**src/common/pis_map.vh**
```
`ifndef PIS_MAP_VH
`define PIS_MAP_VH
// Input counts
`define PIS_ISA_N 16
`define PIS_PCI_N 48
// PCI-side input indices
`define PIS_IDX_SCSI_B 2
`define PIS_IDX_GFX 32
`define PIS_IDX_SB_D 33
`define PIS_IDX_B1_A 34
`define PIS_IDX_SCSI_A 42
`define PIS_IDX_HOTPLUG 43
`define PIS_IDX_SYSBUS_ERR 44
`define PIS_IDX_A1_A 45
`define PIS_IDX_SB_NMI 46
`define PIS_IDX_UNUSED 47
// ISA-side input indices
`define PIS_ISA_CASCADE 0
`define PIS_ISA_IRQ1 1
`define PIS_ISA_IRQ0 2
`define PIS_ISA_IRQ8 8
// Configuration space
`define PIS_IDSEL_LINE 25
`define PIS_CFG_CTRL_DW 6'h10
`define PIS_CFG_PEND_LO_DW 6'h11
`define PIS_CFG_PEND_HI_DW 6'h12
`define PIS_CFG_ISA_DW 6'h13
`define PIS_CTRL_RST 32'h0000_0000
// Control field positions
`define PIS_CTRL_APIC 0
`define PIS_CTRL_SMI_SB_NMI 1
`define PIS_CTRL_SMI_PCIERR 2
`define PIS_CTRL_SMI_CECC 3
`define PIS_CTRL_SMI_UECC 4
`define PIS_CTRL_SMI_SB_SMI 5
`define PIS_CTRL_NMI_PCIERR 6
`define PIS_CTRL_NMI_UECC 7
`define PIS_CTRL_NMI_MGMT 8
`define PIS_CTRL_W 9
// PCI commands
`define PIS_CMD_CFG_RD 4'ha
`define PIS_CMD_CFG_WR 4'hb
`endif

```
**src/rtl/pis_steer.v**
```verilog
`timescale 1ns/10ps
`include "pis_map.vh"
module pis_steer (
   // Clock and reset
   input wire sys_clk_i,
   input wire srst_i,
   // PCI target (simplified, single-data-phase config cycles)
   input wire frame_n_i,
   input wire irdy_n_i,
   input wire idsel_i,
   input wire [3:0] cbe_n_i,
   input wire [31:0] ad_i,
   output wire [31:0] ad_o,
   output wire ad_oe_o,
   output wire trdy_n_o,
   output wire devsel_n_o,
   output wire ctl_oe_o,
   // PCI arbitration
   input wire gnt_n_i,
   output wire req_n_o,
   // Interrupt inputs, pins
   input wire [47:0] pci_int_n_i,
   input wire [15:0] isa_irq_i,
   input wire pci_serr_n_i,
   input wire pci_perr_n_i,
   input wire ecc_corr_i,
   input wire ecc_uncorr_i,
   input wire sb_smi_n_i,
   input wire mgmt_smi_n_i,
   // Processor side
   output wire intr_o,
   output wire [47:0] apic_pend_o,
   output wire [15:0] isa_pend_o,
   output wire smi_o,
   output wire nmi_o
);
   // Synchronised pins
   wire [47:0] pci_int_n_s;
   wire [15:0] isa_s;
   wire [5:0] misc_s;
   wire [5:0] misc_raw;
   assign misc_raw = {mgmt_smi_n_i, sb_smi_n_i, ecc_uncorr_i,
      ecc_corr_i, pci_perr_n_i, pci_serr_n_i};
   pis_sync #(.W(48)) u_sync_pci (
      .sys_clk_i(sys_clk_i),
      .srst_i(srst_i),
      .async_i(pci_int_n_i),
      .rst_val_i({48{1'b1}}),
      .sync_o(pci_int_n_s)
   );
   pis_sync #(.W(16)) u_sync_isa (
      .sys_clk_i(sys_clk_i),
      .srst_i(srst_i),
      .async_i(isa_irq_i),
      .rst_val_i(16'h0100),
      .sync_o(isa_s)
   );
   pis_sync #(.W(6)) u_sync_misc (
      .sys_clk_i(sys_clk_i),
      .srst_i(srst_i),
      .async_i(misc_raw),
      .rst_val_i(6'h33),
      .sync_o(misc_s)
   );

   // Positions inside the synchronised misc vector
   localparam M_SERR = 0;
   localparam M_PERR = 1;
   localparam M_CECC = 2;
   localparam M_UECC = 3;
   localparam M_SB_SMI = 4;
   localparam M_MGMT_SMI = 5;
   // Reset image of the control dword, cut to the implemented bits
   localparam [31:0] CTRL_RST = `PIS_CTRL_RST;

   // Control register
   reg [`PIS_CTRL_W-1:0] ctrl_q;
   reg [`PIS_CTRL_W-1:0] ctrl_d;
   reg [47:0] apic_pend_q;
   reg [15:0] isa_pend_q;
   reg intr_q;
   reg smi_q;
   reg nmi_q;

   // Pending vectors: level, pending only while source held
   wire [47:0] pci_act;
   genvar gi;
   generate
      for (gi = 0; gi < 48; gi = gi + 1) begin : g_pci
         // Each input is one level pin that sources may share; index 47 reads idle
         if (gi == `PIS_IDX_UNUSED) begin : g_unused
            assign pci_act[gi] = 1'b0;
         end else begin : g_used
            assign pci_act[gi] = ~pci_int_n_s[gi];
         end
      end
   endgenerate

   // ISA input 8 is active low; every other ISA input is active high
   wire [15:0] isa_act;
   generate
      for (gi = 0; gi < 16; gi = gi + 1) begin : g_isa
         if (gi == `PIS_ISA_IRQ8) begin : g_low
            assign isa_act[gi] = ~isa_s[gi];
         end else begin : g_high
            assign isa_act[gi] = isa_s[gi];
         end
      end
   endgenerate

   // Critical sources, all normalised to active high
   wire sb_nmi;
   wire pci_err;
   wire cecc;
   wire uecc;
   wire sb_smi;
   wire mgmt_smi;
   assign sb_nmi = pci_act[`PIS_IDX_SB_NMI];
   assign pci_err = ~misc_s[M_SERR] | ~misc_s[M_PERR];
   assign cecc = misc_s[M_CECC];
   assign uecc = misc_s[M_UECC];
   assign sb_smi = ~misc_s[M_SB_SMI];
   assign mgmt_smi = ~misc_s[M_MGMT_SMI];

   // One enable bit per route, so no source can mask another
   wire [4:0] smi_src;
   wire [4:0] smi_en;
   wire [2:0] nmi_src;
   wire [2:0] nmi_en;
   assign smi_src = {sb_smi, uecc, cecc, pci_err, sb_nmi};
   assign smi_en = {ctrl_q[`PIS_CTRL_SMI_SB_SMI],
      ctrl_q[`PIS_CTRL_SMI_UECC], ctrl_q[`PIS_CTRL_SMI_CECC],
      ctrl_q[`PIS_CTRL_SMI_PCIERR], ctrl_q[`PIS_CTRL_SMI_SB_NMI]};
   assign nmi_src = {mgmt_smi, uecc, pci_err};
   assign nmi_en = {ctrl_q[`PIS_CTRL_NMI_MGMT], ctrl_q[`PIS_CTRL_NMI_UECC],
      ctrl_q[`PIS_CTRL_NMI_PCIERR]};
   wire smi_d = |(smi_src & smi_en);
   // Direct path keeps fatal errors visible with the SMI handler off
   wire nmi_d = |(nmi_src & nmi_en);

   // Legacy style folds all PCI levels into the shared INTR line too
   wire apic_mode;
   wire legacy;
   wire intr_d;
   assign apic_mode = ctrl_q[`PIS_CTRL_APIC];
   assign legacy = ~apic_mode;
   assign intr_d = legacy & ((|isa_act) | (|pci_act));

   // Pending images; the pins are already synchronised
   always @(posedge sys_clk_i) begin
      if (srst_i) begin
         apic_pend_q <= 48'h0;
         isa_pend_q <= 16'h0;
      end else begin
         apic_pend_q <= apic_mode ? pci_act : 48'h0;
         isa_pend_q <= isa_act;
      end
   end

   // Processor lines
   always @(posedge sys_clk_i) begin
      if (srst_i) begin
         intr_q <= 1'b0;
         smi_q <= 1'b0;
         nmi_q <= 1'b0;
      end else begin
         intr_q <= intr_d;
         smi_q <= smi_d;
         nmi_q <= nmi_d;
      end
   end
   assign intr_o = intr_q;
   assign apic_pend_o = apic_pend_q;
   assign isa_pend_o = isa_pend_q;
   assign smi_o = smi_q;
   assign nmi_o = nmi_q;

   // Configuration target
   localparam ST_IDLE = 2'b00;
   localparam ST_DATA = 2'b01;
   localparam ST_TURN = 2'b10;
   reg [1:0] st_q;
   reg [1:0] st_d;
   reg wr_q;
   reg [5:0] dw_q;
   reg [31:0] rdata_q;
   reg [31:0] rdata_d;
   wire [5:0] rd_dw;
   wire in_idle;
   wire in_data;
   wire in_turn;
   assign in_idle = (st_q == ST_IDLE);
   assign in_data = (st_q == ST_DATA);
   assign in_turn = (st_q == ST_TURN);

   // Only configuration cycles with our IDSEL line are claimed
   wire hit = ~frame_n_i & idsel_i &
              ((cbe_n_i == `PIS_CMD_CFG_RD) | (cbe_n_i == `PIS_CMD_CFG_WR)) &
              (ad_i[1:0] == 2'b00);
   wire take;
   assign take = in_idle & hit;

   // Read data follows the address as it is taken, so the first data
   // phase already drives the addressed dword
   assign rd_dw = take ? ad_i[7:2] : dw_q;

   always @* begin
      case (rd_dw)
         `PIS_CFG_CTRL_DW: rdata_d = {{(32-`PIS_CTRL_W){1'b0}}, ctrl_q};
         `PIS_CFG_PEND_LO_DW: rdata_d = apic_pend_q[31:0];
         `PIS_CFG_PEND_HI_DW: rdata_d = {16'h0, apic_pend_q[47:32]};
         `PIS_CFG_ISA_DW: rdata_d = {16'h0, isa_pend_q};
         default: rdata_d = 32'h0;
      endcase
   end

   // Byte-lane write enables for the control dword
   wire ctrl_wr;
   wire [1:0] lane_we;
   assign ctrl_wr = in_data & ~irdy_n_i & wr_q &
                    (dw_q == `PIS_CFG_CTRL_DW);
   assign lane_we = {~cbe_n_i[1], ~cbe_n_i[0]} & {2{ctrl_wr}};

   always @* begin
      ctrl_d = ctrl_q;
      if (lane_we[0]) begin
         ctrl_d[7:0] = ad_i[7:0];
      end
      if (lane_we[1]) begin
         ctrl_d[`PIS_CTRL_W-1:8] = ad_i[`PIS_CTRL_W-1:8];
      end
   end

   always @* begin
      st_d = st_q;
      case (st_q)
         ST_IDLE: begin
            if (hit) begin
               st_d = ST_DATA;
            end
         end
         ST_DATA: begin
            if (~irdy_n_i) begin
               st_d = ST_TURN;
            end
         end
         ST_TURN: begin
            st_d = ST_IDLE;
         end
         default: begin
            st_d = ST_IDLE;
         end
      endcase
   end

   always @(posedge sys_clk_i) begin
      if (srst_i) begin
         st_q <= ST_IDLE;
         ctrl_q <= CTRL_RST[`PIS_CTRL_W-1:0];
      end else begin
         st_q <= st_d;
         ctrl_q <= ctrl_d;
      end
   end

   // Address phase capture and read data register
   always @(posedge sys_clk_i) begin
      if (srst_i) begin
         wr_q <= 1'b0;
         dw_q <= 6'h0;
         rdata_q <= 32'h0;
      end else begin
         rdata_q <= rdata_d;
         if (take) begin
            wr_q <= cbe_n_i[0];
            dw_q <= ad_i[7:2];
         end
      end
   end

   // Target only; the bus request is never raised, arbitration idle
   assign req_n_o = 1'b1;
   assign devsel_n_o = ~in_data;
   assign trdy_n_o = ~in_data;
   assign ctl_oe_o = in_data | in_turn;
   assign ad_oe_o = in_data & ~wr_q;
   assign ad_o = rdata_q;
endmodule

```
**src/rtl/pis_sync.v**
```verilog
`timescale 1ns/10ps
// Two-stage synchroniser for a vector of pins
module pis_sync #(
   parameter W = 1
) (
   input wire sys_clk_i,
   input wire srst_i,
   input wire [W-1:0] async_i,
   input wire [W-1:0] rst_val_i,
   output reg [W-1:0] sync_o
);
   reg [W-1:0] meta_q;
   // Reset value is a constant tie-off from the instance
   always @(posedge sys_clk_i) begin
      if (srst_i) begin
         meta_q <= rst_val_i;
         sync_o <= rst_val_i;
      end else begin
         meta_q <= async_i;
         sync_o <= meta_q;
      end
   end
endmodule

```
**config.mk**
```make
export PLATFORM = sky130hd
export DESIGN_NAME = pis_steer
export DESIGN_NICKNAME = d
export VERILOG_FILES = /design/src/rtl/pis_steer.v /design/src/rtl/pis_sync.v
export VERILOG_INCLUDE_DIRS = /design/src /design/src/common
export SDC_FILE = /design/constraint.sdc
export NUM_CORES = 1
export LEC_CHECK = 0
export ABC_AREA = 1
export BUFFER_PORTS_ARGS = -buffer_cell sky130_fd_sc_hd__buf_2
export CAP_MARGIN = 5
export CORE_ASPECT_RATIO = 1.5
export CORE_MARGIN = 1.5
export CORE_UTILIZATION = 40
export CTS_CLUSTER_DIAMETER = 80
export CTS_CLUSTER_SIZE = 12
export DETAILED_ROUTE_END_ITERATION = 6
export GPL_ROUTABILITY_DRIVEN = 0
export PLACE_DENSITY = 0.64
export SLEW_MARGIN = 10
export SYNTH_ARGS = -nofsm -noshare
export SYNTH_HDL_FRONTEND = slang
export SYNTH_HIERARCHICAL = 1
export SYNTH_SLANG_ARGS = --single-unit
```
**constraint.sdc**
```tcl
create_clock -name sys_clk_i -period 5.4 [get_ports sys_clk_i]
set_clock_uncertainty 0.2 [all_clocks]
set_input_delay 0.27 -clock sys_clk_i [delete_from_list [all_inputs] [get_ports sys_clk_i]]
set_output_delay 0.27 -clock sys_clk_i [all_outputs]
set_load 0.01 [all_outputs]
```
==> results of run 1 <==
## critical path, cell delays in order, from the launching register on
cell	delay, ns
dfxtp_1	0.30
inv_1	0.12
ha_1	0.21
nand4_1	0.10
nor3_1	0.24
nand3_1	0.21
nor3_1	0.16
dlygate4sd3_1	0.57
nor3_1	0.05
dlygate4sd3_1	0.59
## cell type report
| cell class | instances | area, um^2 |
|---|---|---|
| Fill cell | 1999 | 9710 |
| Inverter | 48 | 185 |
| Clock buffer | 25 | 626 |
| Multi-Input combinational cell | 732 | 3150 |
| Sequential cell | 254 | 5080 |
| Tap cell | 268 | 335 |
| Clock inverter | 1 | 11.3 |
| Timing Repair Buffer | 275 | 1810 |
## flip-flops by register name (all words and copies together) (netlist names)
name	count
wr_q	1
dw_q	6
ctrl_q	9
u_sync_misc/sync_o	6
u_sync_pci/sync_o	47
smi_o	1
st_q	2
u_sync_misc/meta_q	6
isa_pend_o	16
apic_pend_o	47
intr_o	1
u_sync_isa/meta_q	16
u_sync_pci/meta_q	47
nmi_o	1
ad_o	32
u_sync_isa/sync_o	16
## routing by layer
metal,vias up,global-route usage (%),wire length (um)
li1,3711,-,-
met1,3037,21.7,8370
met2,150,35.1,11100
met3,49,2.71,912
met4,0,7.91,837
met5,-,0,0
## stage by stage
step | utilization (%) | worst slack (ns) | cells | hold WS [ns] | area [um^2]
finish | 53.6 | 2.53 | 1603 | 0.00878 | 11200
floorplan | - | 3.45 | 1082 | 0.167 | 8730
detailed placement | 46.5 | 2.40 | 1493 | 0.203 | 9720
CTS | 53.6 | 2.50 | 1603 | 0.00911 | 11200
global route | 53.6 | 2.40 | 1603 | 0.0373 | 11200
global placement | 46.5 | 2.40 | 1493 | 0.198 | 9720
## cell usage in the layout (no fill, tap or decap), types with 2 or more instances in the layout
cell and count:
dlygate4sd3_1 84, o21ai_2 2, a211oi_1 7, nand2_1 400, clkbuf_16 25, nor4_1 4, a21oi_1 5, o21ai_4 2
dfxtp_1 254, nand4_1 20, nand3_2 3, nand3_1 61, nor3_1 6, o21ai_0 5, buf_2 187, nor2_4 5
nand2_2 15, nor2_1 115, buf_4 4, ha_1 4, conb_1 71, inv_2 2, inv_1 44
## power by group
group / internal (mW) / switching [mW] / total (mW)
combinational: 0.138 / 0.184 / 0.322
clock: 0.815 / 0.637 / 1.45
sequential: 1.98 / 0.0438 / 2.02
## what timing repair did
| action | in CTS | in global routing |
|---|---|---|
| endpoints found under the hold margin | 87 | 0 |
| resized for setup | 0 | 0 |
| hold buffers | 84 | 0 |
## final timing paths
path / slack, ns / to / cells after the start
setup / recovery: 2.53 / ctrl_q[8] / 9
hold / removal: 0.009 / isa_pend_o[11] / 2
setup reg to reg: 2.53 / ctrl_q[8] / 9
hold reg to reg: 0.20 / apic_pend_o[6] / 1
==> results.toml, run 1 <==
[global_routing]
overflow = 0
track_usage_pct = 19.1
grt_pass1_vias = 6605
antenna_found_initial = 0
grt_max_degree = 74
grt_first_pass_wirelength_um = 33100

[floorplan]
ios = 216
die_x_um = 122
die_h_um = 181
coreArea_mm2 = 0.0209
initial_core_util_pct = 40.5
die-area_mm2 = 0.0221
row_count = 65

[timing]
rsz0062_at_grt = "no"
setup_viol = 0
worst_pin_slew_ns = 0.955
fin_crit_ns = 2.87
finalCritPeriodShare_pct = 53.1
finalHoldViolCount = 0
slew_violations = 0
slew_headroom_pct = 36.1
fmax_ghz = 0.349
fin_setup_tns_ns = 0

[logic_synthesis]
syn_area_per_cell_um2 = 8.36
syn_inst = 1013
yosys_warnings = 6
netlist_area_mm2 = 0.00847

[final_layout]
layout.nets = 1452
area_growth_pct = 32.1
n_antenna_cell = 0
final_layout_size_suffix_gt1_share_pct = 18.8

[power_and_ir_drop]
power.density_mw_per_mm2 = 339
p_total_mw = 3.80
ir_worst_vdd_v = 0.000200
p_leak_nw = 5.78

[clock_network]
postCtsSetupRepairBufs = 0
cts_max_level = 1
cts_sinks = 254
cts_tree = "yes"
cts_buffers = 25
clk_pin_slew_ns = 0.06
clk_path_buf_depth = 3
insertion_delay_ns = 0.50
root_buffer = "clkbuf_16"

[drt]
drt_wl_total_um = 21200
wl_per_cell_um = 13.2
drt_first_iter_violations = 356
viasPerCell = 4.33
vias = 6947
dr.pass1.iters = 4
final_antenna_net_count = 0
drcViolationCount = 0

[setup_path]
required_ns = 5.58
worstPathMaxFanout = 5
crit_arrival_ns = 3.05
start_kind = "flip-flop"
r2r-start = "st_q[1]"
cp-startpoint = "st_q[1]"
endpoint_kind = "flip-flop"
path_class = "reg -> reg"

[job]
maxCapViolCount = 0

[place]
dp_hpwl_um = 15000
io_buffers = 188

[outcome]
run_status = "finished, final reports clean"

[min_path]
hold_class = "in -> reg"
worstHoldStart = "srst_i"
(Power assumes the default switching activity.)
==> run 2: changes to the inputs <==
- ABC_AREA: 1 -> 0
- clock period: 5.4 -> 2.7 ns (I/O delays scaled with it)
==> results.toml, run 2 <==
[place]
dp_hpwl_um = 14000
io_buffers = 188
dpl_worst_slack_ns = 0.340

[drt]
drt_first_iter_violations = 300
wl_met1_um = 7890
wl_met2_um = 9450
met3_wirelength_um = 998
final_antenna_net_count = 0
wl_per_cell_um = 14.1
drt_wl_total_um = 19000
dr.pass1.iters = 5
vias = 5818
highest_layer = "met4"
viasPerCell = 4.34
drcViolationCount = 0

[floorplan]
row_count = 66
die_x_um = 124
die_h_um = 184
ios = 216
die-area_mm2 = 0.0228
initial_core_util_pct = 40.5
coreArea_mm2 = 0.0216

[timing]
fin_setup_tns_ns = 0
slew_violations = 0
setup_viol = 0
finalHoldViolCount = 0
fmax_ghz = 0.416
rsz0062_at_grt = "no"
setup_ws_ns = 0.297
finalCritPeriodShare_pct = 89.0
slew_headroom_pct = 44.4
fin_crit_ns = 2.40
worst_pin_slew_ns = 0.831

[global_routing]
grt_max_degree = 65
antenna_found_initial = 0
overflow = 0
track_usage_pct = 16.1
grt_first_pass_wirelength_um = 28300
grt_pass1_vias = 5592

[final_layout]
final_layout_size_suffix_gt1_share_pct = 35.0
layout.cells.most_common_list = "dfxtp_1 (254), buf_2 (187), conb_1 (140)"
final_common_cell = "dfxtp_1"
layout.nets = 1186
n_antenna_cell = 0
area_growth_pct = 35.0

[clock_network]
cts_sinks = 254
postCtsSetupRepairBufs = 0
clk_pin_slew_ns = 0.06
clk_path_buf_depth = 3
cts_buffers = 25
cts_tree = "yes"
root_buffer = "clkbuf_16"
insertion_delay_ns = 0.52
cts_max_level = 1

[power_and_ir_drop]
p_total_mw = 7.66
ir_worst_vdd_v = 0.000409
power.density_mw_per_mm2 = 647
p_leak_nw = 5.59

[setup_path]
crit_top_cell = "nor2_1"
crit_arrival_ns = 2.59
cp.buffers_inverters = 1
path_cells = "nor4b_2, nand4b_1, nor2_1, mux2i_1, dlygate4sd3_1, nor2_1"
slowest_stage = "dlygate4sd3_1"
endpoint_kind = "flip-flop"
crit_family = "simple AND/OR/NAND/NOR gates"
path_class = "reg -> reg"
cp_slowest_stage_delay_ns = 0.56
worstPathMaxFanout = 4
start_kind = "flip-flop"
required_ns = 2.89

[outcome]
run_status = "finished, final reports clean"

[min_path]
hold_class = "in -> reg"

[logic_synthesis]
syn_area_per_cell_um2 = 13.3
syn_inst = 661
yosys_warnings = 6
netlist_area_mm2 = 0.00877

[job]
maxCapViolCount = 0
run 2: cell type report:
cell class / count / area, um^2
Fill cell: 1887 / 9800
Sequential cell: 254 / 5080
Multi-Input combinational cell: 503 / 3860
Timing Repair Buffer: 280 / 1880
Clock buffer: 25 / 626
Tap cell: 272 / 340
Clock inverter: 2 / 31.3
Inverter: 6 / 22.5
run 2: what timing repair did:
| action | CTS | global route |
|---|---|---|
| hold endpoints to repair | 99 | 0 |
| hold buffers | 84 | 0 |
| resized for setup | 0 | 0 |
run 2: per-layer routing:
layer  GRT usage, %  vias to the layer above
met5              0                        -
met4           6.86                        0
met3           2.51                       32
met2           28.6                      195
met1           19.1                     2633
li1               -                     2958
run 2: final timing paths:
check / startpoint / slack, ns / end / depth (start not counted)
max reg2reg: dw_q[2] / 0.30 / ctrl_q[8] / 6
min: cbe_n_i[2] / 0.16 / st_q[0] / 6
max: dw_q[2] / 0.30 / ctrl_q[8] / 6
min reg2reg: u_sync_pci/sync_o[42] / 0.20 / apic_pend_o[42] / 1
run 2: where the power goes:
group          internal (mW)  switching, mW  total (mW)
combinational          0.419          0.248       0.667
sequential              3.95         0.0968        4.05
clock                   1.65           1.29        2.94
run 2: worst min-delay path: stages:
cell and delay (ns):
buf_2 0.07, and4b_1 0.23, nand2_1 0.07, a22o_1 0.17, mux2i_1 0.09, nor2_1 0.08
run 2: per-stage QoR:
stage | instances | cell area, um^2 | utilization [%] | hold WS, ns
global placement | 1231 | 10300 | 47.8 | 0.162
global route | 1342 | 11800 | 54.7 | 0.156
detailed placement | 1231 | 10300 | 47.8 | 0.163
floorplan | 799 | 9290 | - | 0.0784
CTS | 1342 | 11800 | 54.7 | 0.142
finish | 1342 | 11800 | 54.7 | 0.161
==> run 3: changes to the inputs <==
- CORE_ASPECT_RATIO: 1.5 -> not set
==> results.toml, run 3 (synthesized netlist as in run 2, its figures left out) <==
[setup_path]
r2r_cells = 6
reg2reg_to = "ctrl_q[6]"
endpoint_kind = "flip-flop"
worstPathMaxFanout = 8
r2r_slack_ns = 0.11
r2r-start = "dw_q[2]"
start_kind = "flip-flop"
path_class = "reg -> reg"
crit_arrival_ns = 2.77
required_ns = 2.88

[timing]
fin_crit_ns = 2.59
rsz0062_at_grt = "no"
fmax_ghz = 0.387
finalHoldViolCount = 0
fin_setup_tns_ns = 0
finalCritPeriodShare_pct = 95.8
slew_headroom_pct = 47.9
setup_viol = 0
setup_ws_ns = 0.114
worst_pin_slew_ns = 0.778
slew_violations = 0

[clock_network]
cts_buffers = 25
insertion_delay_ns = 0.50
cts_tree = "yes"
cts_sinks = 254
cts_max_level = 1
clk_pin_slew_ns = 0.06
root_buffer = "clkbuf_16"
clk_path_buf_depth = 3

[final_layout]
final_layout_size_suffix_gt1_share_pct = 34.9
layout.cells.most_common_list = "dfxtp_1 (254), buf_2 (187), conb_1 (140)"
instances_no_fill = 1349
layout.nets = 1188
final_common_cell = "dfxtp_1"
area_growth_pct = 35.1

[floorplan]
row_count = 53
coreArea_mm2 = 0.0213
initial_core_util_pct = 41.2
die_h_um = 151
die-area_mm2 = 0.0228
ios = 216
die_x_um = 151

[global_routing]
grtUsageMet3_pct = 4.07
met2_usage_pct = 28.5
top_usage_layer = "met2"
grt_first_pass_wirelength_um = 29800
antenna_found_initial = 2
grt_pass1_vias = 5711
track_usage_pct = 17.2
grt_max_degree = 82
overflow = 0
use_met1_pct = 22.2

[place]
dpl_worst_slack_ns = 0.370
io_buffers = 188
dp.cells = 1234
dp_hpwl_um = 14200

[min_path]
hold_depth = 6
worstHoldStart = "cbe_n_i[2]"
holdPathEnd = "st_q[0]"
hold_class = "in -> reg"

[power_and_ir_drop]
power.density_mw_per_mm2 = 646
ir_worst_vdd_v = 0.000429
p_total_mw = 7.65
p_leak_nw = 5.60

[drt]
drcViolationCount = 0
drt_first_iter_violations = 243
vias = 5837
viasPerCell = 4.33
drt_wl_total_um = 19900
dr.pass1.iters = 5
wl_per_cell_um = 14.7
final_antenna_net_count = 0

[outcome]
run_status = "finished, final reports clean"

[job]
maxCapViolCount = 0
==> run 3: cell types whose count changed in the layout (fill, tap and decap cells not counted) <==
cell           previous run  this run
diode_2                   0         2
dlygate4sd3_1            84        86
buf_12                    2         1
buf_4                     6         7
clkbuf_8                  1         2
inv_16                    1         0
inv_6                     0         1
inv_8                     1         0
==> run 3: layout make-up <==
cell class / count / area, um^2
diodes: 2 / 5.00
multi-input cells: 503 / 3860
fillers: 1829 / 9440
inverters: 6 / 22.5
clock buffers: 26 / 639
repair buffers: 282 / 1880
clock inverters: 1 / 8.76
well taps: 275 / 344
flip-flops and latches: 254 / 5080
==> run 3: worst max-delay path by stage <==
stage	startpoint	endpoint	slack (ns)	cells past startpoint
floorplan	st_q[0]	ad_o[0]	0.84	7
detailed placement	st_q[1]	ad_o[17]	0.37	6
finish	dw_q[2]	ctrl_q[6]	0.11	6
CTS	dw_q[2]	ctrl_q[6]	0.15	6
global placement	st_q[1]	ad_o[18]	0.42	6
global route	dw_q[2]	ctrl_q[6]	0.02	6
==> run 3: timing repair <==
| action | CTS | global route |
|---|---|---|
| hold buffers | 86 | 0 |
| hold endpoints to repair | 96 | 0 |
| resized for setup | 0 | 0 |
| setup buffers | 0 | 0 |
==> run 3: report_power, final <==
group | leakage (nW) | internal, mW | switching (mW)
logic | 3.17 | 0.416 | 0.245
clock network | 0.320 | 1.66 | 1.27
registers | 2.10 | 3.95 | 0.102
==> run 3: metrics by stage <==
step / instance area, um^2 / hold slack, ns / utilization (%)
2_1_floorplan: 9290 / 0.0784 / -
3_3_place_gp: 10300 / 0.163 / 48.5
3_5_place_dp: 10300 / 0.165 / 48.5
4_1_cts: 11800 / 0.159 / 55.6
5_1_grt: 11800 / 0.184 / 55.7
6_report: 11800 / 0.189 / 55.7
==> run 3: worst max-delay path, cell delays in order (launching register included) <==
cell,delay [ns]
dfxtp_1,0.34
nor4b_2,0.44
nand4b_1,0.26
nor2_4,0.36
mux2i_1,0.23
nor2_1,0.06
dlygate4sd3_1,0.58
==> run 3: layer usage <==
layer  wire length, um  up-vias
met5                 0        -
met4               378        0
met3              1390       31
met2              9270      172
met1              8840     2665
li1                  -     2969
